[src/logic/srs_pkg.sv]
// constants shared by the system reset sequencer
package srs_pkg;

  // ****************************************
  // clock and timing
  // ****************************************
  localparam int unsigned CLK_PERIOD_NS = 10;
  localparam int unsigned POWER_ON_DELAY_NS = 10000;
  localparam int unsigned BROWN_OUT_DELAY_NS = 10000;
  localparam int unsigned MASTER_CLEAR_PIN_MIN_PULSE_NS = 2000;
  localparam int unsigned CLOCK_MONITOR_START_DELAY_NS = 5000;
  localparam int unsigned OSCD_FRC_NS = 1100;
  localparam int unsigned OSCD_LOW_POWER_INTERNAL_RC_NS = 70000;
  localparam int unsigned PLL_LOCK_NS = 1500000;
  localparam int unsigned POWER_UP_TIMER_STEP_NS = 1000000;
  localparam int unsigned OST_PERIODS = 1024;
  // least times round up, longest times round down
  localparam int unsigned POWER_ON_DELAY_CYC = (POWER_ON_DELAY_NS + CLK_PERIOD_NS - 1) / CLK_PERIOD_NS;
  localparam int unsigned BROWN_OUT_DELAY_CYC = (BROWN_OUT_DELAY_NS + CLK_PERIOD_NS - 1) / CLK_PERIOD_NS;
  localparam int unsigned MASTER_CLEAR_PIN_MIN_CYC = (MASTER_CLEAR_PIN_MIN_PULSE_NS + CLK_PERIOD_NS - 1) / CLK_PERIOD_NS;
  localparam int unsigned CLOCK_MONITOR_START_CYC =
    (CLOCK_MONITOR_START_DELAY_NS + CLK_PERIOD_NS - 1) / CLK_PERIOD_NS;
  localparam int unsigned OSCD_FRC_CYC = OSCD_FRC_NS / CLK_PERIOD_NS;
  localparam int unsigned OSCD_LOW_POWER_INTERNAL_RC_CYC = OSCD_LOW_POWER_INTERNAL_RC_NS / CLK_PERIOD_NS;
  localparam int unsigned PLL_LOCK_CYC = PLL_LOCK_NS / CLK_PERIOD_NS;
  localparam int unsigned POWER_UP_TIMER_STEP_CYC = POWER_UP_TIMER_STEP_NS / CLK_PERIOD_NS;

  // ****************************************
  // oscillator modes
  // ****************************************
  localparam logic [2:0] OSC_FRC = 3'h0;
  localparam logic [2:0] OSC_FRCPLL = 3'h1;
  localparam logic [2:0] OSC_XT = 3'h2;
  localparam logic [2:0] OSC_XTPLL = 3'h3;
  localparam logic [2:0] OSC_EC = 3'h4;
  localparam logic [2:0] OSC_ECPLL = 3'h5;
  localparam logic [2:0] OSC_LOW_POWER_INTERNAL_RC = 3'h6;
  localparam logic [2:0] OSC_FRCDIV = 3'h7;

  // ****************************************
  // register map
  // ****************************************
  localparam logic [7:0] RESET_CONTROL_REG_OFS = 8'h00;
  localparam logic [7:0] OSC_CONTROL_REG_OFS = 8'h04;
  localparam logic [7:0] SEQ_CONFIG_REG_OFS = 8'h08;
  localparam logic [7:0] SEQ_STATUS_REG_OFS = 8'h0c;
  localparam int unsigned POR_BIT = 0;
  localparam int unsigned BOR_BIT = 1;
  localparam int unsigned WATCHDOG_TIMEOUT_FLAG_BIT = 4;
  localparam int unsigned SWR_BIT = 6;
  localparam int unsigned EXTERNAL_RESET_FLAG_BIT = 7;
  localparam logic [15:0] RESET_CONTROL_REG_MASK = 16'h00d3;
  localparam logic [15:0] RESET_CONTROL_REG_RESET = 16'h0003;
  localparam int unsigned CUR_OSC_LSB = 12;
  localparam int unsigned CFG_FAIL_SAFE_CLOCK_MONITOR_EN_BIT = 0;
  localparam int unsigned CFG_POWER_UP_TIMER_LSB = 1;
  localparam logic [3:0] CFG_RESET = 4'he;

  // ****************************************
  // sequencer states
  // ****************************************
  typedef enum logic [3:0] {
    ST_POR = 4'h0,
    ST_BOR = 4'h1,
    ST_POWER_UP_TIMER = 4'h2,
    ST_OSCD = 4'h3,
    ST_OST = 4'h4,
    ST_LOCK = 4'h5,
    ST_RUN = 4'h6,
    ST_MASTER_CLEAR_PIN = 4'h7,
    ST_PULSE = 4'h8
  } srs_state_type;

endpackage

[src/logic/srs_reset_seq.sv]
// system reset sequencer with AHB-Lite register slave
// Behaviour
// - power-on or brown-out is cold; clock source comes from the select input.
// - all other resets are warm; the current clock field stays unchanged.
// - power-on holds reset until supply threshold seen plus power-on delay.
// - power-on reset sets flag bit 0 of the reset control register.
// - below brown-out threshold hold reset; release after threshold plus delay.
// - brown-out reset sets flag bit 1 of the reset control register.
// - power-up timer holds reset after brown-out; then oscillator starts.
// - power-up delay picked by 3-bit field, eight settings 0 to 128 ms.
// - brown-out plus power-up delay restarts whenever supply recovers.
// - clock-ready delay chain depends on oscillator mode.
// - start-up timer counts 1024 oscillator periods for crystal modes.
// - PLL modes wait about 1.5 ms lock time before execution.
// - start-up allowance at most 1.1 us fast RC, 70 us low-power RC.
// - once clock is ready the processor fetches from address zero.
// - clock monitor starts after clock ready plus its own start delay.
// - master clear pin is active low, glitch filtered, minimum width.
// - master clear reset sets the external reset flag.
// - software reset asserts reset, keeps clock, releases next cycle.
// - software reset sets flag bit 6.
// - watchdog time-out in run asserts reset, clock unchanged.
// - watchdog time-out in sleep or idle only wakes the processor.
// - watchdog reset sets flag bit 4.
// - power-on and brown-out drive the system reset active in any state, the other sources only from run.
// - power-on clears every status flag except the power-on and brown-out flags.
// - software may set or clear any flag without causing a reset.
//
// The AHB-Lite slave port and the address map were chosen for this implementation.
`timescale 1ns/1ps
`default_nettype none

module srs_reset_seq #(
  parameter int unsigned OSCD_LOW_POWER_INTERNAL_RC_CYC = srs_pkg::OSCD_LOW_POWER_INTERNAL_RC_CYC,
  parameter int unsigned PLL_LOCK_CYC = srs_pkg::PLL_LOCK_CYC,
  parameter int unsigned POWER_UP_TIMER_STEP_CYC = srs_pkg::POWER_UP_TIMER_STEP_CYC
) (
  // clock and reset
  input wire logic ref_clk,
  input wire logic sys_rst,
  // ahb-lite slave
  input wire logic hsel,
  input wire logic [31:0] haddr,
  input wire logic [1:0] htrans,
  input wire logic hwrite,
  input wire logic [2:0] hsize,
  input wire logic [31:0] hwdata,
  input wire logic hready,
  output logic hreadyout,
  output logic hresp,
  output logic [31:0] hrdata,
  // reset sources
  input wire logic supply_above_por,
  input wire logic supply_above_bor,
  input wire logic master_clear_pin_n,
  input wire logic sw_reset_req,
  input wire logic wdt_timeout,
  input wire logic cpu_sleep_or_idle,
  // oscillator
  input wire logic [2:0] initial_osc_select,
  input wire logic osc_tick,
  // system side
  output logic system_reset_n,
  output logic [2:0] clk_source_sel,
  output logic osc_enable,
  output logic clock_ready,
  output logic cpu_fetch_en,
  output logic [23:0] reset_vector,
  output logic clock_monitor_active,
  output logic wdt_wake
);

  // ****************************************
  // detector synchronisers
  // ****************************************
  logic [1:0] det_meta_q;
  logic [1:0] det_sync_q;
  logic por_ok;
  logic bor_ok;

  always_ff @(posedge ref_clk)
  begin
    // supplies treated as low under reset so the cold sequence always runs
    if (sys_rst)
    begin
      det_meta_q <= 2'h0;
      det_sync_q <= 2'h0;
    end
    else
    begin
      det_meta_q <= {supply_above_bor, supply_above_por};
      det_sync_q <= det_meta_q;
    end
  end

  assign por_ok = det_sync_q[0];
  assign bor_ok = det_sync_q[1];

  // ****************************************
  // master clear glitch filter
  // ****************************************
  logic [15:0] master_clear_pin_cnt_q;
  logic master_clear_pin_act;

  always_ff @(posedge ref_clk)
  begin
    if (sys_rst || master_clear_pin_n)
      master_clear_pin_cnt_q <= 16'h0;
    else if (master_clear_pin_cnt_q != 16'(srs_pkg::MASTER_CLEAR_PIN_MIN_CYC))
      master_clear_pin_cnt_q <= master_clear_pin_cnt_q + 16'h1;
  end

  assign master_clear_pin_act = (master_clear_pin_cnt_q == 16'(srs_pkg::MASTER_CLEAR_PIN_MIN_CYC));

  // ****************************************
  // registers written by software
  // ****************************************
  logic pend_q;
  logic wr_q;
  logic [7:0] addr_q;
  logic [3:0] cfg_q;
  logic [2:0] clk_sel_q;
  logic we_reset_control_reg;
  logic we_cfg;

  assign we_reset_control_reg = pend_q && wr_q && (addr_q == srs_pkg::RESET_CONTROL_REG_OFS);
  assign we_cfg = pend_q && wr_q && (addr_q == srs_pkg::SEQ_CONFIG_REG_OFS);

  always_ff @(posedge ref_clk)
  begin
    if (sys_rst)
      cfg_q <= srs_pkg::CFG_RESET;
    else if (we_cfg)
      cfg_q <= hwdata[3:0];
  end

  // ****************************************
  // sequencer
  // ****************************************
  srs_pkg::srs_state_type state_q;
  logic [31:0] cnt_q;
  logic sw_evt;
  logic wdt_rst_evt;
  logic need_oscd;
  logic need_ost;
  logic need_lock;
  logic [31:0] oscd_load;
  logic [31:0] power_up_timer_load;

  assign sw_evt = sw_reset_req && (state_q == srs_pkg::ST_RUN);
  assign wdt_rst_evt = wdt_timeout && !cpu_sleep_or_idle && (state_q == srs_pkg::ST_RUN);
  // delay chain per oscillator mode
  assign need_oscd = (clk_sel_q != srs_pkg::OSC_EC) && (clk_sel_q != srs_pkg::OSC_ECPLL);
  assign need_ost = (clk_sel_q == srs_pkg::OSC_XT) || (clk_sel_q == srs_pkg::OSC_XTPLL);
  assign need_lock = (clk_sel_q == srs_pkg::OSC_FRCPLL) || (clk_sel_q == srs_pkg::OSC_XTPLL)
    || (clk_sel_q == srs_pkg::OSC_ECPLL);
  assign oscd_load = (clk_sel_q == srs_pkg::OSC_LOW_POWER_INTERNAL_RC) ? 32'(OSCD_LOW_POWER_INTERNAL_RC_CYC)
    : 32'(srs_pkg::OSCD_FRC_CYC);
  // setting 0 gives no delay, n gives 2^n steps, so 7 reaches 128 ms
  assign power_up_timer_load = (cfg_q[3:1] == 3'h0) ? 32'h0
    : (32'(POWER_UP_TIMER_STEP_CYC) << cfg_q[3:1]);

  always_ff @(posedge ref_clk)
  begin
    if (sys_rst || !por_ok)
    begin
      state_q <= srs_pkg::ST_POR;
      cnt_q <= 32'(srs_pkg::POWER_ON_DELAY_CYC);
    end
    else if (!bor_ok && state_q != srs_pkg::ST_POR)
    begin
      // reloading while low restarts the whole delay on each recovery
      state_q <= srs_pkg::ST_BOR;
      cnt_q <= 32'(srs_pkg::BROWN_OUT_DELAY_CYC);
    end
    else
    begin
      case (state_q)
        srs_pkg::ST_POR:
        begin
          if (cnt_q == 32'h0)
          begin
            state_q <= srs_pkg::ST_BOR;
            cnt_q <= 32'(srs_pkg::BROWN_OUT_DELAY_CYC);
          end
          else
            cnt_q <= cnt_q - 32'h1;
        end
        srs_pkg::ST_BOR:
        begin
          if (cnt_q == 32'h0)
          begin
            state_q <= srs_pkg::ST_POWER_UP_TIMER;
            cnt_q <= power_up_timer_load;
          end
          else
            cnt_q <= cnt_q - 32'h1;
        end
        srs_pkg::ST_POWER_UP_TIMER:
        begin
          if (cnt_q != 32'h0)
            cnt_q <= cnt_q - 32'h1;
          else if (need_oscd)
          begin
            state_q <= srs_pkg::ST_OSCD;
            cnt_q <= oscd_load;
          end
          else if (need_lock)
          begin
            state_q <= srs_pkg::ST_LOCK;
            cnt_q <= 32'(PLL_LOCK_CYC);
          end
          else
            state_q <= srs_pkg::ST_RUN;
        end
        srs_pkg::ST_OSCD:
        begin
          if (cnt_q != 32'h0)
            cnt_q <= cnt_q - 32'h1;
          else if (need_ost)
          begin
            state_q <= srs_pkg::ST_OST;
            cnt_q <= 32'(srs_pkg::OST_PERIODS);
          end
          else if (need_lock)
          begin
            state_q <= srs_pkg::ST_LOCK;
            cnt_q <= 32'(PLL_LOCK_CYC);
          end
          else
            state_q <= srs_pkg::ST_RUN;
        end
        srs_pkg::ST_OST:
        begin
          // counts oscillator periods, not system clocks
          if (cnt_q == 32'h0)
          begin
            state_q <= need_lock ? srs_pkg::ST_LOCK : srs_pkg::ST_RUN;
            cnt_q <= 32'(PLL_LOCK_CYC);
          end
          else if (osc_tick)
            cnt_q <= cnt_q - 32'h1;
        end
        srs_pkg::ST_LOCK:
        begin
          if (cnt_q == 32'h0)
            state_q <= srs_pkg::ST_RUN;
          else
            cnt_q <= cnt_q - 32'h1;
        end
        srs_pkg::ST_RUN:
        begin
          if (master_clear_pin_act)
            state_q <= srs_pkg::ST_MASTER_CLEAR_PIN;
          else if (wdt_rst_evt || sw_evt)
            state_q <= srs_pkg::ST_PULSE;
        end
        srs_pkg::ST_MASTER_CLEAR_PIN:
        begin
          if (!master_clear_pin_act)
            state_q <= srs_pkg::ST_RUN;
        end
        srs_pkg::ST_PULSE:
          state_q <= master_clear_pin_act ? srs_pkg::ST_MASTER_CLEAR_PIN : srs_pkg::ST_RUN;
        default:
          state_q <= srs_pkg::ST_POR;
      endcase
    end
  end

  // ****************************************
  // clock source and outputs
  // ****************************************
  always_ff @(posedge ref_clk)
  begin
    if (sys_rst)
      clk_sel_q <= 3'h0;
    else if (state_q == srs_pkg::ST_POR || state_q == srs_pkg::ST_BOR)
      clk_sel_q <= initial_osc_select;
  end
  // warm states leave clk_sel_q untouched

  logic in_reset;
  logic clk_rdy;
  assign in_reset = (state_q == srs_pkg::ST_POR) || (state_q == srs_pkg::ST_BOR)
    || (state_q == srs_pkg::ST_POWER_UP_TIMER) || (state_q == srs_pkg::ST_MASTER_CLEAR_PIN)
    || (state_q == srs_pkg::ST_PULSE);
  assign clk_rdy = (state_q == srs_pkg::ST_RUN) || (state_q == srs_pkg::ST_MASTER_CLEAR_PIN)
    || (state_q == srs_pkg::ST_PULSE);

  always_ff @(posedge ref_clk)
  begin
    if (sys_rst)
    begin
      system_reset_n <= 1'b0;
      osc_enable <= 1'b0;
      clock_ready <= 1'b0;
      cpu_fetch_en <= 1'b0;
      reset_vector <= 24'h000000;
      wdt_wake <= 1'b0;
    end
    else
    begin
      system_reset_n <= !in_reset;
      osc_enable <= !in_reset || clk_rdy;
      clock_ready <= clk_rdy;
      cpu_fetch_en <= (state_q == srs_pkg::ST_RUN);
      reset_vector <= 24'h000000;
      wdt_wake <= wdt_timeout && cpu_sleep_or_idle && (state_q == srs_pkg::ST_RUN);
    end
  end

  assign clk_source_sel = clk_sel_q;

  // ****************************************
  // fail-safe clock monitor start
  // ****************************************
  logic [15:0] fail_safe_clock_monitor_cnt_q;

  always_ff @(posedge ref_clk)
  begin
    if (sys_rst || !clk_rdy)
      fail_safe_clock_monitor_cnt_q <= 16'(srs_pkg::CLOCK_MONITOR_START_CYC);
    else if (fail_safe_clock_monitor_cnt_q != 16'h0)
      fail_safe_clock_monitor_cnt_q <= fail_safe_clock_monitor_cnt_q - 16'h1;
  end

  always_ff @(posedge ref_clk)
  begin
    if (sys_rst)
      clock_monitor_active <= 1'b0;
    else
      clock_monitor_active <= cfg_q[srs_pkg::CFG_FAIL_SAFE_CLOCK_MONITOR_EN_BIT] && clk_rdy
        && (fail_safe_clock_monitor_cnt_q == 16'h0);
  end

  // ****************************************
  // reset status flags
  // ****************************************
  logic [15:0] reset_control_reg_q;
  logic [15:0] reset_control_reg_d;

  always_comb
  begin
    reset_control_reg_d = reset_control_reg_q;
    if (we_reset_control_reg)
      reset_control_reg_d = hwdata[15:0] & srs_pkg::RESET_CONTROL_REG_MASK;
    // hardware set wins over a software clear in the same cycle
    if (master_clear_pin_act)
      reset_control_reg_d[srs_pkg::EXTERNAL_RESET_FLAG_BIT] = 1'b1;
    if (sw_evt)
      reset_control_reg_d[srs_pkg::SWR_BIT] = 1'b1;
    if (wdt_rst_evt)
      reset_control_reg_d[srs_pkg::WATCHDOG_TIMEOUT_FLAG_BIT] = 1'b1;
    if (!bor_ok)
    begin
      reset_control_reg_d[srs_pkg::BOR_BIT] = 1'b1;
      reset_control_reg_d[srs_pkg::SWR_BIT] = 1'b0;
      reset_control_reg_d[srs_pkg::WATCHDOG_TIMEOUT_FLAG_BIT] = 1'b0;
    end
    if (!por_ok)
      reset_control_reg_d = srs_pkg::RESET_CONTROL_REG_RESET;
  end

  always_ff @(posedge ref_clk)
  begin
    if (sys_rst)
      reset_control_reg_q <= srs_pkg::RESET_CONTROL_REG_RESET;
    else
      reset_control_reg_q <= reset_control_reg_d;
  end

  // ****************************************
  // ahb-lite slave, one wait state
  // ****************************************
  logic [31:0] rd_mux;

  always_comb
  begin
    case (addr_q)
      srs_pkg::RESET_CONTROL_REG_OFS: rd_mux = {16'h0, reset_control_reg_q};
      srs_pkg::OSC_CONTROL_REG_OFS: rd_mux = {17'h0, clk_sel_q, 12'h0};
      srs_pkg::SEQ_CONFIG_REG_OFS: rd_mux = {28'h0, cfg_q};
      srs_pkg::SEQ_STATUS_REG_OFS:
        rd_mux = {25'h0, system_reset_n, clock_monitor_active, clock_ready, state_q};
      default: rd_mux = 32'h0;
    endcase
  end

  always_ff @(posedge ref_clk)
  begin
    if (sys_rst)
    begin
      pend_q <= 1'b0;
      wr_q <= 1'b0;
      addr_q <= 8'h0;
      hreadyout <= 1'b1;
      hresp <= 1'b0;
      hrdata <= 32'h0;
    end
    else if (pend_q)
    begin
      pend_q <= 1'b0;
      hreadyout <= 1'b1;
      hrdata <= wr_q ? 32'h0 : rd_mux;
    end
    else if (hsel && htrans[1] && hready)
    begin
      pend_q <= 1'b1;
      wr_q <= hwrite;
      addr_q <= (haddr[31:8] == 24'h0) ? {haddr[7:2], 2'b00} : 8'hff;
      hreadyout <= 1'b0;
    end
  end
endmodule

`default_nettype wire

[config.mk]
export PLATFORM = sky130hd
export DESIGN_NAME = srs_reset_seq
export DESIGN_NICKNAME = d
export VERILOG_FILES = /design/src/logic/srs_pkg.sv /design/src/logic/srs_reset_seq.sv
export SDC_FILE = /design/constraint.sdc
export NUM_CORES = 1
export LEC_CHECK = 0
export ABC_AREA = 1
export BUFFER_PORTS_ARGS = -buffer_cell sky130_fd_sc_hd__buf_2
export CELL_PAD_IN_SITES_DETAIL_PLACEMENT = 1
export CELL_PAD_IN_SITES_GLOBAL_PLACEMENT = 2
export CORE_ASPECT_RATIO = 1.1
export CORE_MARGIN = 1.5
export CORE_UTILIZATION = 30
export DETAILED_ROUTE_END_ITERATION = 10
export PLACE_DENSITY = 0.84
export RECOVER_POWER = 100
export SLEW_MARGIN = 20
export SYNTH_ARGS = -nofsm -noshare
export SYNTH_HDL_FRONTEND = slang
export SYNTH_SLANG_ARGS = --single-unit
[constraint.sdc]
create_clock -name ref_clk -period 2.38 [get_ports ref_clk]
set_clock_uncertainty 0.05 [all_clocks]
set_input_delay 0 -clock ref_clk [delete_from_list [all_inputs] [get_ports ref_clk]]
set_output_delay 0 -clock ref_clk [all_outputs]
set_load 0.01 [all_outputs]
==> results of run 1 <==
-- worst min-delay path, cell delays in order --
cell and delay, ns:
buf_2 0.08, nor4_1 0.03, nand2_1 0.04, nand3b_1 0.22
nor3_1 0.07, nor2_1 0.07
-- flip-flops by register name, indices dropped and copies added (netlist names) --
register                       cells
hrdata                            11
cnt_q                             32
system_reset_n                     1
det_sync_q                         2
wdt_wake                           1
cpu_fetch_en                       1
clock_ready                        1
pend_q                             1
master_clear_pin_cnt_q            16
cfg_q                              4
reset_control_reg_q                5
hreadyout                          1
state_q                            4
addr_q                             7
det_meta_q                         2
fail_safe_clock_monitor_cnt_q     16
clock_monitor_active               1
wr_q                               1
clk_source_sel                     3
osc_enable                         1
-- final cells by class --
type                            instances  area, um^2  area share [%]
Multi-Input combinational cell        812        4060            48.0
Clock inverter                          7        96.3            1.14
Timing Repair Buffer                  148         980            11.6
Inverter                              131         492            5.82
Clock buffer                            9         225            2.67
Tap cell                              300         375            4.44
Sequential cell                       111        2220            26.3
-- how the worst max path moves through the flow --
stage	from	to	slack, ns	depth (start not counted)
6_report	state_q[1]	reset_control_reg_q[4]	0.11	7
5_1_grt	fail_safe_clock_monitor_cnt_q[0]	fail_safe_clock_monitor_cnt_q[14]	-0.006	12
4_1_cts	fail_safe_clock_monitor_cnt_q[0]	fail_safe_clock_monitor_cnt_q[14]	0.13	12
3_5_place_dp	fail_safe_clock_monitor_cnt_q[0]	fail_safe_clock_monitor_cnt_q[14]	0.15	12
3_3_place_gp	state_q[1]	cnt_q[3]	0.19	12
2_1_floorplan	fail_safe_clock_monitor_cnt_q[0]	fail_safe_clock_monitor_cnt_q[10]	0.55	12
-- layer usage --
| layer | GRT usage, % | share of wire, % |
|---|---|---|
| met4 | 6.03 | 2.0 |
| met5 | 0 | 0 |
| met3 | 3.14 | 3.9 |
| met2 | 36.8 | 51 |
| met1 | 24.1 | 43 |
-- power breakdown --
group | internal, W | switching, W
registers | 0.00187 | 0.0000141
clock network | 0.000784 | 0.000883
logic | 0.000103 | 0.000155
total | 0.00276 | 0.00105
-- logic make-up after synthesis --
kind of cell	Yosys count
adders and majority gates	12
other	1
buffers and inverters	194
xor gates and xnor gates	24
AOI/OAI and AO/OA	179
DFF	111
and+or+nand+nor	551
-- cell usage after synthesis (2+ instances only) --
master      n  share of area [%]
a211oi_1    3               0.32
a21oi_1    57                4.0
a21oi_2     6               0.75
a221oi_1    2               0.25
a22o_1      2               0.25
a22oi_1     2               0.21
a31oi_1     3               0.27
a32o_1      2               0.28
and2_1      2               0.18
and3_1      3               0.27
buf_2       6               0.43
buf_4      47                5.0
buf_6       3               0.48
clkbuf_1    5               0.27
dfxtp_1   111                 32
ha_1       12                2.1
inv_1     124                6.6
inv_2       6               0.32
nand2_1   232                 12
nand2_2     5               0.44
nand2_4     4               0.64
nand3_1    56                4.0
nand3_2     6               0.85
nand3b_1    3               0.32
nand4_1    19                1.7
nor2_1    156                8.3
nor2_2     14                1.2
nor2_4      6               0.96
nor3_1     27                1.9
nor3_2      2               0.28
nor4_1      9               0.80
o211ai_1    8               0.85
o21a_1      2               0.21
o21ai_0    73                5.2
o21ai_1     6               0.43
o21ai_2     2               0.25
o22ai_1     4               0.35
o31ai_1     3               0.32
or2_2       3               0.27
xnor2_1     9                1.1
xor2_1     15                1.9
-- placed cells by master, fill, tap and decap left out, types with 26 or more instances in the layout --
cell type / n
buf_2: 51
nand2_1: 233
o21ai_0: 73
nor2_1: 154
conb_1: 46
dfxtp_1: 110
dlygate4sd3_1: 29
buf_4: 38
nor3_1: 26
clkbuf_1: 27
inv_1: 124
nand3_1: 55
a21oi_1: 57
-- per-stage QoR --
step,hold slack (ns),instances,util [%],setup WS [ns],power [W]
2_1_floorplan,0.0570,1117,-,0.554,0.00211
3_3_place_gp,0.152,1473,34.3,0.188,0.00215
3_5_place_dp,0.160,1473,34.3,0.150,0.00216
4_1_cts,0.130,1518,37.0,0.134,0.00387
5_1_grt,0.190,1518,36.9,-0.00579,0.00398
6_report,0.130,1518,36.9,0.111,0.00381
-- repair_timing --
action	4_1_cts	5_1_grt
hold endpoints to repair	31	0
hold buffers	29	0
resized for setup	0	8
endpoints found under the setup margin	0	12
==> results.cfg, run 1 <==
[drt]
viasPerCell = 4.83
drc = 0
wl_mm = 23.9
wl_per_cell_um = 15.7
drt_iter0_drc = 278
firstDrtPassIters = 5
antenna_left = 0
num_vias = 7336

[critical_path]
cp.required_ns = 2.65
criticalPathCategory = reg2reg
crit_chain = inv_1 > nor2_1 > inv_1 > nor2_1 > nand3b_1 > a31oi_1 > dlygate4sd3_1
rr_worst_depth = 7
r2r-end = reset_control_reg_q[4]
start_kind = register
reg2reg_slack_ns = 0.11
crit_slowest_cell = dlygate4sd3_1
cpLargestDelayFamily = buffers and inverters
cp_max_fo = 8
cp-end-kind = register
path_buf_inv = 3
crit_arrival_ns = 2.53
r2r-start = state_q[1]
slowest_delay_ns = 0.57

[pwr]
p_leak_nw = 3.88
power_density_nw_per_um2 = 451
ir_drop_mv = 0.338

[floorplanning]
die_y_um = 164
fp-row-count = 58
start_util_pct = 30.7
pin_count = 151
core_um2 = 22900
dieArea_um2 = 24400
die_w_um = 149

[synthesis]
yosysWarnings = 0
netlist-cell-type-count = 53
post_synth_fa_ha_maj_area_fraction_pct = 2.13
synth.cell_area_um2 = 7050
synth-simple-area-share_pct = 35.3
synth-compound-area-share_pct = 14.6
synth.ff_latch_count = 111
avgSynthCellArea_um2 = 6.58
synth_top_family_by_area = simple AND/OR/NAND/NOR gates
yosysSeqAreaShare_pct = 31.5
synthFlopType = dfxtp_1
syn_inst = 1072
async_reset_ff_share_pct = 0
synthXorXnorAreaFrac_pct = 2.98
synthMuxAreaShare_pct = 0
synth_edf_count = 0

[global_routing]
grt.overflow.total = 0
antenna_found_initial = 0
grt_usage_pct = 20.2
grt_pass1_vias = 7513
grt_start_max_net_pins = 25
grt_pass1_wl_mm = 38.7

[place]
gp_congestion = 0.891
portBuffers = 73
hpwlAfterDp_mm = 19.1
place_area_um2 = 7870

[sta]
slew_viol_final = 0
relSlewSlack_pct = 52.6
finalSetupViolations = 0
finalHoldViolCount = 0
fin_tns_setup_ns = 0
clock.fmax_mhz = 441
min_period_ns = 2.27
worst_slew_pin_slew_ns = 0.711
fin_crit_sh_pct = 95.3

[cells_and_area]
syn_to_final_growth_pct = 19.9
diodes = 0
fin_nets = 1309
final_cell_area_um2 = 8450
num-fill-cells = 3073
drive_gt1_share_pct = 14.0

[outcome]
outcome = finished clean

[clocking]
post-cts-setup-buffers = 0
cts_buffers = 9
htreeDepth = 3
clkLatencyLatePin_ns = 0.37
clock-sinks = 111
cts_root_buf = clkbuf_16
path_clk_slew_ns = 0.09
cts_buffer_depth = 2
cts_tree = yes

[worst_hold_path]
hold_end = addr_q[7]
hold_depth = 6
hold_path_startpoint = haddr[14]
min_path_type = in2reg

[flow_run]
cap_violations = 0
No activity file was read; power rests on OpenSTA's default activity.
==> run 2, diff against run 1 <==
--- a/config.mk
+++ b/config.mk
@@ -5,15 +5,14 @@
 export SDC_FILE = /design/constraint.sdc
 export NUM_CORES = 1
 export LEC_CHECK = 0
-export ABC_AREA = 1
 export BUFFER_PORTS_ARGS = -buffer_cell sky130_fd_sc_hd__buf_2
 export CELL_PAD_IN_SITES_DETAIL_PLACEMENT = 1
 export CELL_PAD_IN_SITES_GLOBAL_PLACEMENT = 2
 export CORE_ASPECT_RATIO = 1.1
 export CORE_MARGIN = 1.5
-export CORE_UTILIZATION = 30
+export CORE_UTILIZATION = 31
 export DETAILED_ROUTE_END_ITERATION = 10
-export PLACE_DENSITY = 0.84
+export PLACE_DENSITY = 0.83
 export RECOVER_POWER = 100
 export SLEW_MARGIN = 20
 export SYNTH_ARGS = -nofsm -noshare
==> run 2 against run 1 <==
Cell count is 16% lower. Core utilization is 6.5 points higher. Sequential share of layout area is 0.56 points lower. Die area is 13% lower. Critical path depth is 2 higher. The flow now finishes with violations (design-rule violations, negative setup slack). Worst hold slack worse by 0.065 ns. Largest power group unchanged. Worst setup slack worse by 0.21 ns. Synthesized cell count is 24% lower. Critical endpoint is now cnt_q[12]. Combinational power is 6% higher. First-iteration DRC count is 13% higher.
==> results.cfg, run 2 <==
[outcome]
outcome = complete, but fails checks
violations = design-rule violations, negative setup slack

[sta]
finalHoldViolCount = 0
min_period_ns = 2.48
fin_crit_sh_pct = 104
slew_viol_final = 0
worst_slack_ns = -0.0994
worst_slew_pin_slew_ns = 0.859
whs_ns = 0.0651
finalSetupViolations = 7
relSlewSlack_pct = 42.7
clock.fmax_mhz = 403
rsz0062_at_grt = yes

[synthesis]
synth.top_cells.by_count = 111 x dfxtp_1, 91 x nor2_1, 67 x nand2_1
synth-simple-area-share_pct = 28.4
synth-compound-area-share_pct = 18.8
synth_top_cell_area_share_pct = 35.0
synth_top_family_by_area = simple AND/OR/NAND/NOR gates
avgSynthCellArea_um2 = 7.83
synthMuxAreaShare_pct = 3.00
syn_inst = 811
yosys.cell_count.top_type = dfxtp_1
synth.ff_latch_count = 111
async_reset_ff_share_pct = 0
yosysTopAreaCell = dfxtp_1
netlist-cell-type-count = 69
synth.cell_area_um2 = 6350
synth_edf_count = 0
yosysSeqAreaShare_pct = 35.0
synthTopCellsByArea = dfxtp_1 35%, buf_4 5.6%, nor2_1 5.4%
synthFlopType = dfxtp_1
post_synth_fa_ha_maj_area_fraction_pct = 2.37
yosysWarnings = 0
synthXorXnorAreaFrac_pct = 3.17

[place]
place_area_um2 = 7820
portBuffers = 73
hpwlAfterDp_mm = 16.7
gp_congestion = 0.893

[pwr]
p_total_w = 0.00370
comb_power_share_pct = 7.4
ir_drop_mv = 0.333
power_density_nw_per_um2 = 428
clockPowerShare_pct = 41.5
switching_share_pct = 25.5
p_int_w = 0.00275
power_switching_w = 0.000944
p_leak_nw = 3.46
seqPwrFrac_pct = 51.2

[cells_and_area]
layout_common_cells = 120 x buf_4, 108 x dfxtp_1, 88 x nor2_1, 65 x nand2_1, 55 x buf_2
largestRegisters = cnt_q x32, fail_safe_clock_monitor_cnt_q x16, master_clear_pin_cnt_q x16
syn_to_final_growth_pct = 36.2
diodes = 0
final_cell_area_um2 = 8640
drive_gt1_share_pct = 25.2
fin_nets = 1120
final_util_pct = 43.4
num-fill-cells = 2436
largest_register_ffs = 32
largest-register = cnt_q
layout_commonest_cell = buf_4

[critical_path]
crit_chain = or4_4 > or3_4 > nor4_4 > buf_4 > buf_6 > buf_4 > nor3_1 > o21ai_1 > a21oi_1
start_kind = register
crit_slowest_cell = or4_4
criticalPathCategory = reg2reg
cp_max_fo = 7
slowest_delay_ns = 0.56
crit_arrival_ns = 2.67
cpMostUsedCell = buf_4
cp.required_ns = 2.58
cp-end-kind = register

[clocking]
cts_tree = yes
cts_root_buf = clkbuf_16
cts_buffers = 9
htreeDepth = 3
path_clk_slew_ns = 0.08
clkLatencyLatePin_ns = 0.36
clock-sinks = 111
cts_buffer_depth = 2

[drt]
wl_mm = 22.2
drt_iter0_drc = 313
viasPerCell = 5.24
num_vias = 6718
antenna_left = 0
drc = 1
firstDrtPassIters = 8
wl_per_cell_um = 17.4

[global_routing]
grt_pass1_wl_mm = 35.4
grt_pass1_vias = 6862
grt.overflow.total = 0
grt_usage_pct = 20.5
grt_start_max_net_pins = 25
antenna_found_initial = 0

[floorplanning]
pin_count = 151
die_w_um = 139
die_y_um = 153
start_util_pct = 31.8
core_um2 = 19900
dieArea_um2 = 21300
fp-row-count = 54

[worst_hold_path]
min_path_type = in2reg

[flow_run]
cap_violations = 0
## run 2: path summary, 6_finish.rpt
| path | start | depth (start not counted) | to | slack, ns |
|---|---|---|---|---|
| max | cnt_q[18] | 9 | cnt_q[12] | -0.1 |
| min | master_clear_pin_n | 3 | master_clear_pin_cnt_q[14] | 0.07 |
| max reg2reg | cnt_q[18] | 9 | cnt_q[12] | -0.1 |
| min reg2reg | det_sync_q[1] | 1 | reset_control_reg_q[1] | 0.37 |
## run 2: power by group through the flow
stage / logic (W) / clock network, W / registers, W
final: 0.000273 / 0.00153 / 0.00189
after global routing: 0.000300 / 0.00163 / 0.00190
after CTS: 0.000270 / 0.00157 / 0.00189
after detailed placement: 0.000235 / 0 / 0.00193
after global placement: 0.000232 / 0 / 0.00193
after floorplan: 0.000189 / 0 / 0.00193
## run 2: layout make-up
class                      count  area, um^2  share of cell area (%)
inverter                      19        71.3                   0.825
clock buffer                  11         243                    2.81
sequential                   111        2230                    25.7
timing repair buffer         245        1740                    20.2
tap                          252         315                    3.65
clock inverter                 5        46.3                   0.536
multi-input combinational    638        4000                    46.3
## run 2: metrics by stage
stage,setup TNS [ns],worst slack [ns],instances
floorplan,0,0.00337,856
global placement,-3.68,-0.309,1232
detailed placement,-5.55,-0.288,1232
CTS,-0.0236,-0.0119,1276
global route,-2.29,-0.168,1281
finish,-0.308,-0.0994,1281
## run 2: worst max-delay path: cells and delay by family (launching register included)
| family | cells | cell delay (ns) |
|---|---|---|
| flip-flops | 1 | 0.33 |
| buffers and inverters | 3 | 0.45 |
| AO/OA/AOI/OAI | 2 | 0.27 |
| AND/OR/NAND/NOR | 4 | 1.27 |
## run 2: logic make-up (layout without fill, tap and decap cells)
| family | after synthesis | count (layout) |
|---|---|---|
| compound gates | 188 | 188 |
| xor+xnor | 23 | 23 |
| fa+ha+maj | 12 | 12 |
| buf+inv | 107 | 280 |
| flops | 111 | 111 |
| mux | 19 | 19 |
| other cells | 1 | 46 |
| simple gates | 350 | 350 |
## run 2: per-layer routing
layer	track usage [%]	up-vias	part of all wire, %
li1	-	3287	-
met1	25.2	3235	43
met2	36.2	149	50
met3	2.41	47	3.6
met4	8.66	0	3.1
met5	0	-	0
## run 2: repair_timing
action                                  4_1_cts  5_1_grt
hold endpoints to repair                     23        0
pin swaps                                     1       18
endpoints found under the setup margin       36       37
cloned                                        0        0
hold buffers                                 27        0
gates resized for setup                      21       55
buffers inserted                              1        6
==> run 3, diff against run 2 <==
--- a/config.mk
+++ b/config.mk
@@ -6,13 +6,13 @@
 export NUM_CORES = 1
 export LEC_CHECK = 0
 export BUFFER_PORTS_ARGS = -buffer_cell sky130_fd_sc_hd__buf_2
-export CELL_PAD_IN_SITES_DETAIL_PLACEMENT = 1
-export CELL_PAD_IN_SITES_GLOBAL_PLACEMENT = 2
+export CELL_PAD_IN_SITES_DETAIL_PLACEMENT = 0
+export CELL_PAD_IN_SITES_GLOBAL_PLACEMENT = 1
 export CORE_ASPECT_RATIO = 1.1
 export CORE_MARGIN = 1.5
-export CORE_UTILIZATION = 31
+export CORE_UTILIZATION = 39
 export DETAILED_ROUTE_END_ITERATION = 10
-export PLACE_DENSITY = 0.83
+export PLACE_DENSITY = 0.88
 export RECOVER_POWER = 100
 export SLEW_MARGIN = 20
 export SYNTH_ARGS = -nofsm -noshare
==> run 3 against run 2 <==
The flow finishes with violations (negative setup slack). Core utilization up 9.4 points. Sequential share of layout area increased by 0.93 points. Global-route usage rose by 1.4 points. Routed wire length is 14% lower. Count of clock-buffer cells in the layout unchanged. Largest power group unchanged. Worst hold slack better by 0.066 ns. Power grew 3.5%. Critical endpoint is now cnt_q[4]. Flip-flop and latch count is the same. Combinational power barely moved.
==> results.cfg, run 3 (same netlist as run 2, synthesis figures left out) <==
[pwr]
seqPwrFrac_pct = 49.4
ir_drop_mv = 0.427
clockPowerShare_pct = 43.5
power_density_nw_per_um2 = 459
comb_power_share_pct = 7.1
p_total_w = 0.00383
switching_share_pct = 23.1
p_int_w = 0.00294
power_switching_w = 0.000883
p_leak_nw = 3.32

[clocking]
cts_tree = yes
clkLatencyLatePin_ns = 0.36
cts_buffers = 9
cts_root_buf = clkbuf_16
cts_buffer_depth = 2
path_clk_slew_ns = 0.07
htreeDepth = 3
clock-sinks = 111

[floorplanning]
start_util_pct = 40.2
die_y_um = 137
die_w_um = 125
dieArea_um2 = 17100
core_um2 = 15800
fp-row-count = 48
pin_count = 151

[critical_path]
criticalPathCategory = reg2reg
crit_path_start = cnt_q[18]
crit_arrival_ns = 2.59
cp.required_ns = 2.57
r2r-start = cnt_q[18]
cp-end-kind = register
start_kind = register
crit_slowest_cell = or4_4
crit_chain = or4_4 > or3_4 > buf_4 > nor3_4 > buf_6 > nor4_1 > a221oi_1 > a21oi_1
slowest_delay_ns = 0.56
cp_max_fo = 6

[place]
place_area_um2 = 7530
hpwlAfterDp_mm = 14.0
portBuffers = 73
pre_cts_ws_ns = -0.186
gp_congestion = 0.953

[cells_and_area]
largest-register = cnt_q
final_cell_area_um2 = 8340
drive_gt1_share_pct = 23.0
diodes = 0
largest_register_ffs = 32
largestRegisters = cnt_q x32, fail_safe_clock_monitor_cnt_q x16, master_clear_pin_cnt_q x16
num-fill-cells = 1527
layout_common_cells = 108 x dfxtp_1, 103 x buf_4, 89 x nor2_1, 65 x nand2_1, 53 x buf_2
syn_to_final_growth_pct = 31.4
fin_nets = 1094
layout_commonest_cell = dfxtp_1

[global_routing]
grt_start_max_net_pins = 23
antenna_found_initial = 0
grt_pass1_vias = 6158
grt_usage_pct = 21.9
grt_pass1_wl_mm = 30.2
grt.overflow.total = 0

[drt]
drt_iter0_drc = 503
antenna_left = 0
viasPerCell = 5.51
firstDrtPassIters = 5
num_vias = 6624
wl_per_cell_um = 15.9
drc = 0
wl_mm = 19.2

[sta]
whs_ns = 0.131
worst_slew_pin_slew_ns = 0.951
fin_tns_setup_ns = -0.0284
rsz0062_at_grt = yes
finalHoldViolCount = 0
finalSetupViolations = 4
min_period_ns = 2.40
clock.fmax_mhz = 417
worst_slack_ns = -0.0198
slew_viol_final = 0
relSlewSlack_pct = 36.6
fin_crit_sh_pct = 101

[worst_hold_path]
hold_path_startpoint = haddr[28]
min_path_type = in2reg

[outcome]
outcome = complete, but fails checks
violations = negative setup slack

[flow_run]
cap_violations = 0
-- run 3: what timing repair did --
| action | 4_1_cts | 5_1_grt |
|---|---|---|
| endpoints found under the hold margin | 23 | 0 |
| cloned | 0 | 1 |
| hold buffers | 28 | 0 |
| setup buffers | 0 | 3 |
| setup endpoints to repair | 26 | 38 |
| pin swaps | 1 | 13 |
| gates resized for setup | 10 | 52 |
-- run 3: critical path, delay by kind of cell, from the launching register on --
family | cells | cell delay, ns
buf+inv | 2 | 0.34
compound gates | 2 | 0.39
simple gates | 4 | 1.19
flops | 1 | 0.32
-- run 3: through the flow --
stage | std cells | utilization (%)
global route | 1203 | 52.8
CTS | 1199 | 51.9
global placement | 1155 | 47.7
detailed placement | 1155 | 47.7
finish | 1203 | 52.8
floorplan | 856 | -
-- run 3: area by class of cell --
type                       instances  area, um^2  share of cell area [%]
clock buffer                      11         243                    2.91
clock inverter                     5        81.3                   0.975
multi-input combinational        639        3960                    47.5
sequential                       111        2230                    26.7
inverter                          19        71.3                   0.855
timing repair buffer             218        1510                    18.1
tap                              200         250                    3.00
-- run 3: worst paths after layout --
path | to | slack [ns] | cells after the start
worst min-delay path | addr_q[4] | 0.13 | 5
worst min register to register | det_sync_q[1] | 0.39 | 1
worst max register to register | cnt_q[4] | -0.02 | 8
worst max-delay path | cnt_q[4] | -0.02 | 8
-- run 3: power groups by stage --
stage / logic, W / clock network [W] / registers (W)
3_5_place_dp: 0.000235 / 0 / 0.00193
6_report: 0.000270 / 0.00167 / 0.00189
2_1_floorplan: 0.000189 / 0 / 0.00193
4_1_cts: 0.000268 / 0.00169 / 0.00189
5_1_grt: 0.000296 / 0.00176 / 0.00189
3_3_place_gp: 0.000233 / 0 / 0.00193
-- run 3: layer usage --
metal / vias to the layer above / GRT usage (%) / wire (um)
met5: - / 0 / 0
met4: 0 / 12.0 / 616
met3: 42 / 2.38 / 972
met2: 244 / 37.7 / 9140
met1: 3092 / 27.1 / 8430
li1: 3246 / - / -
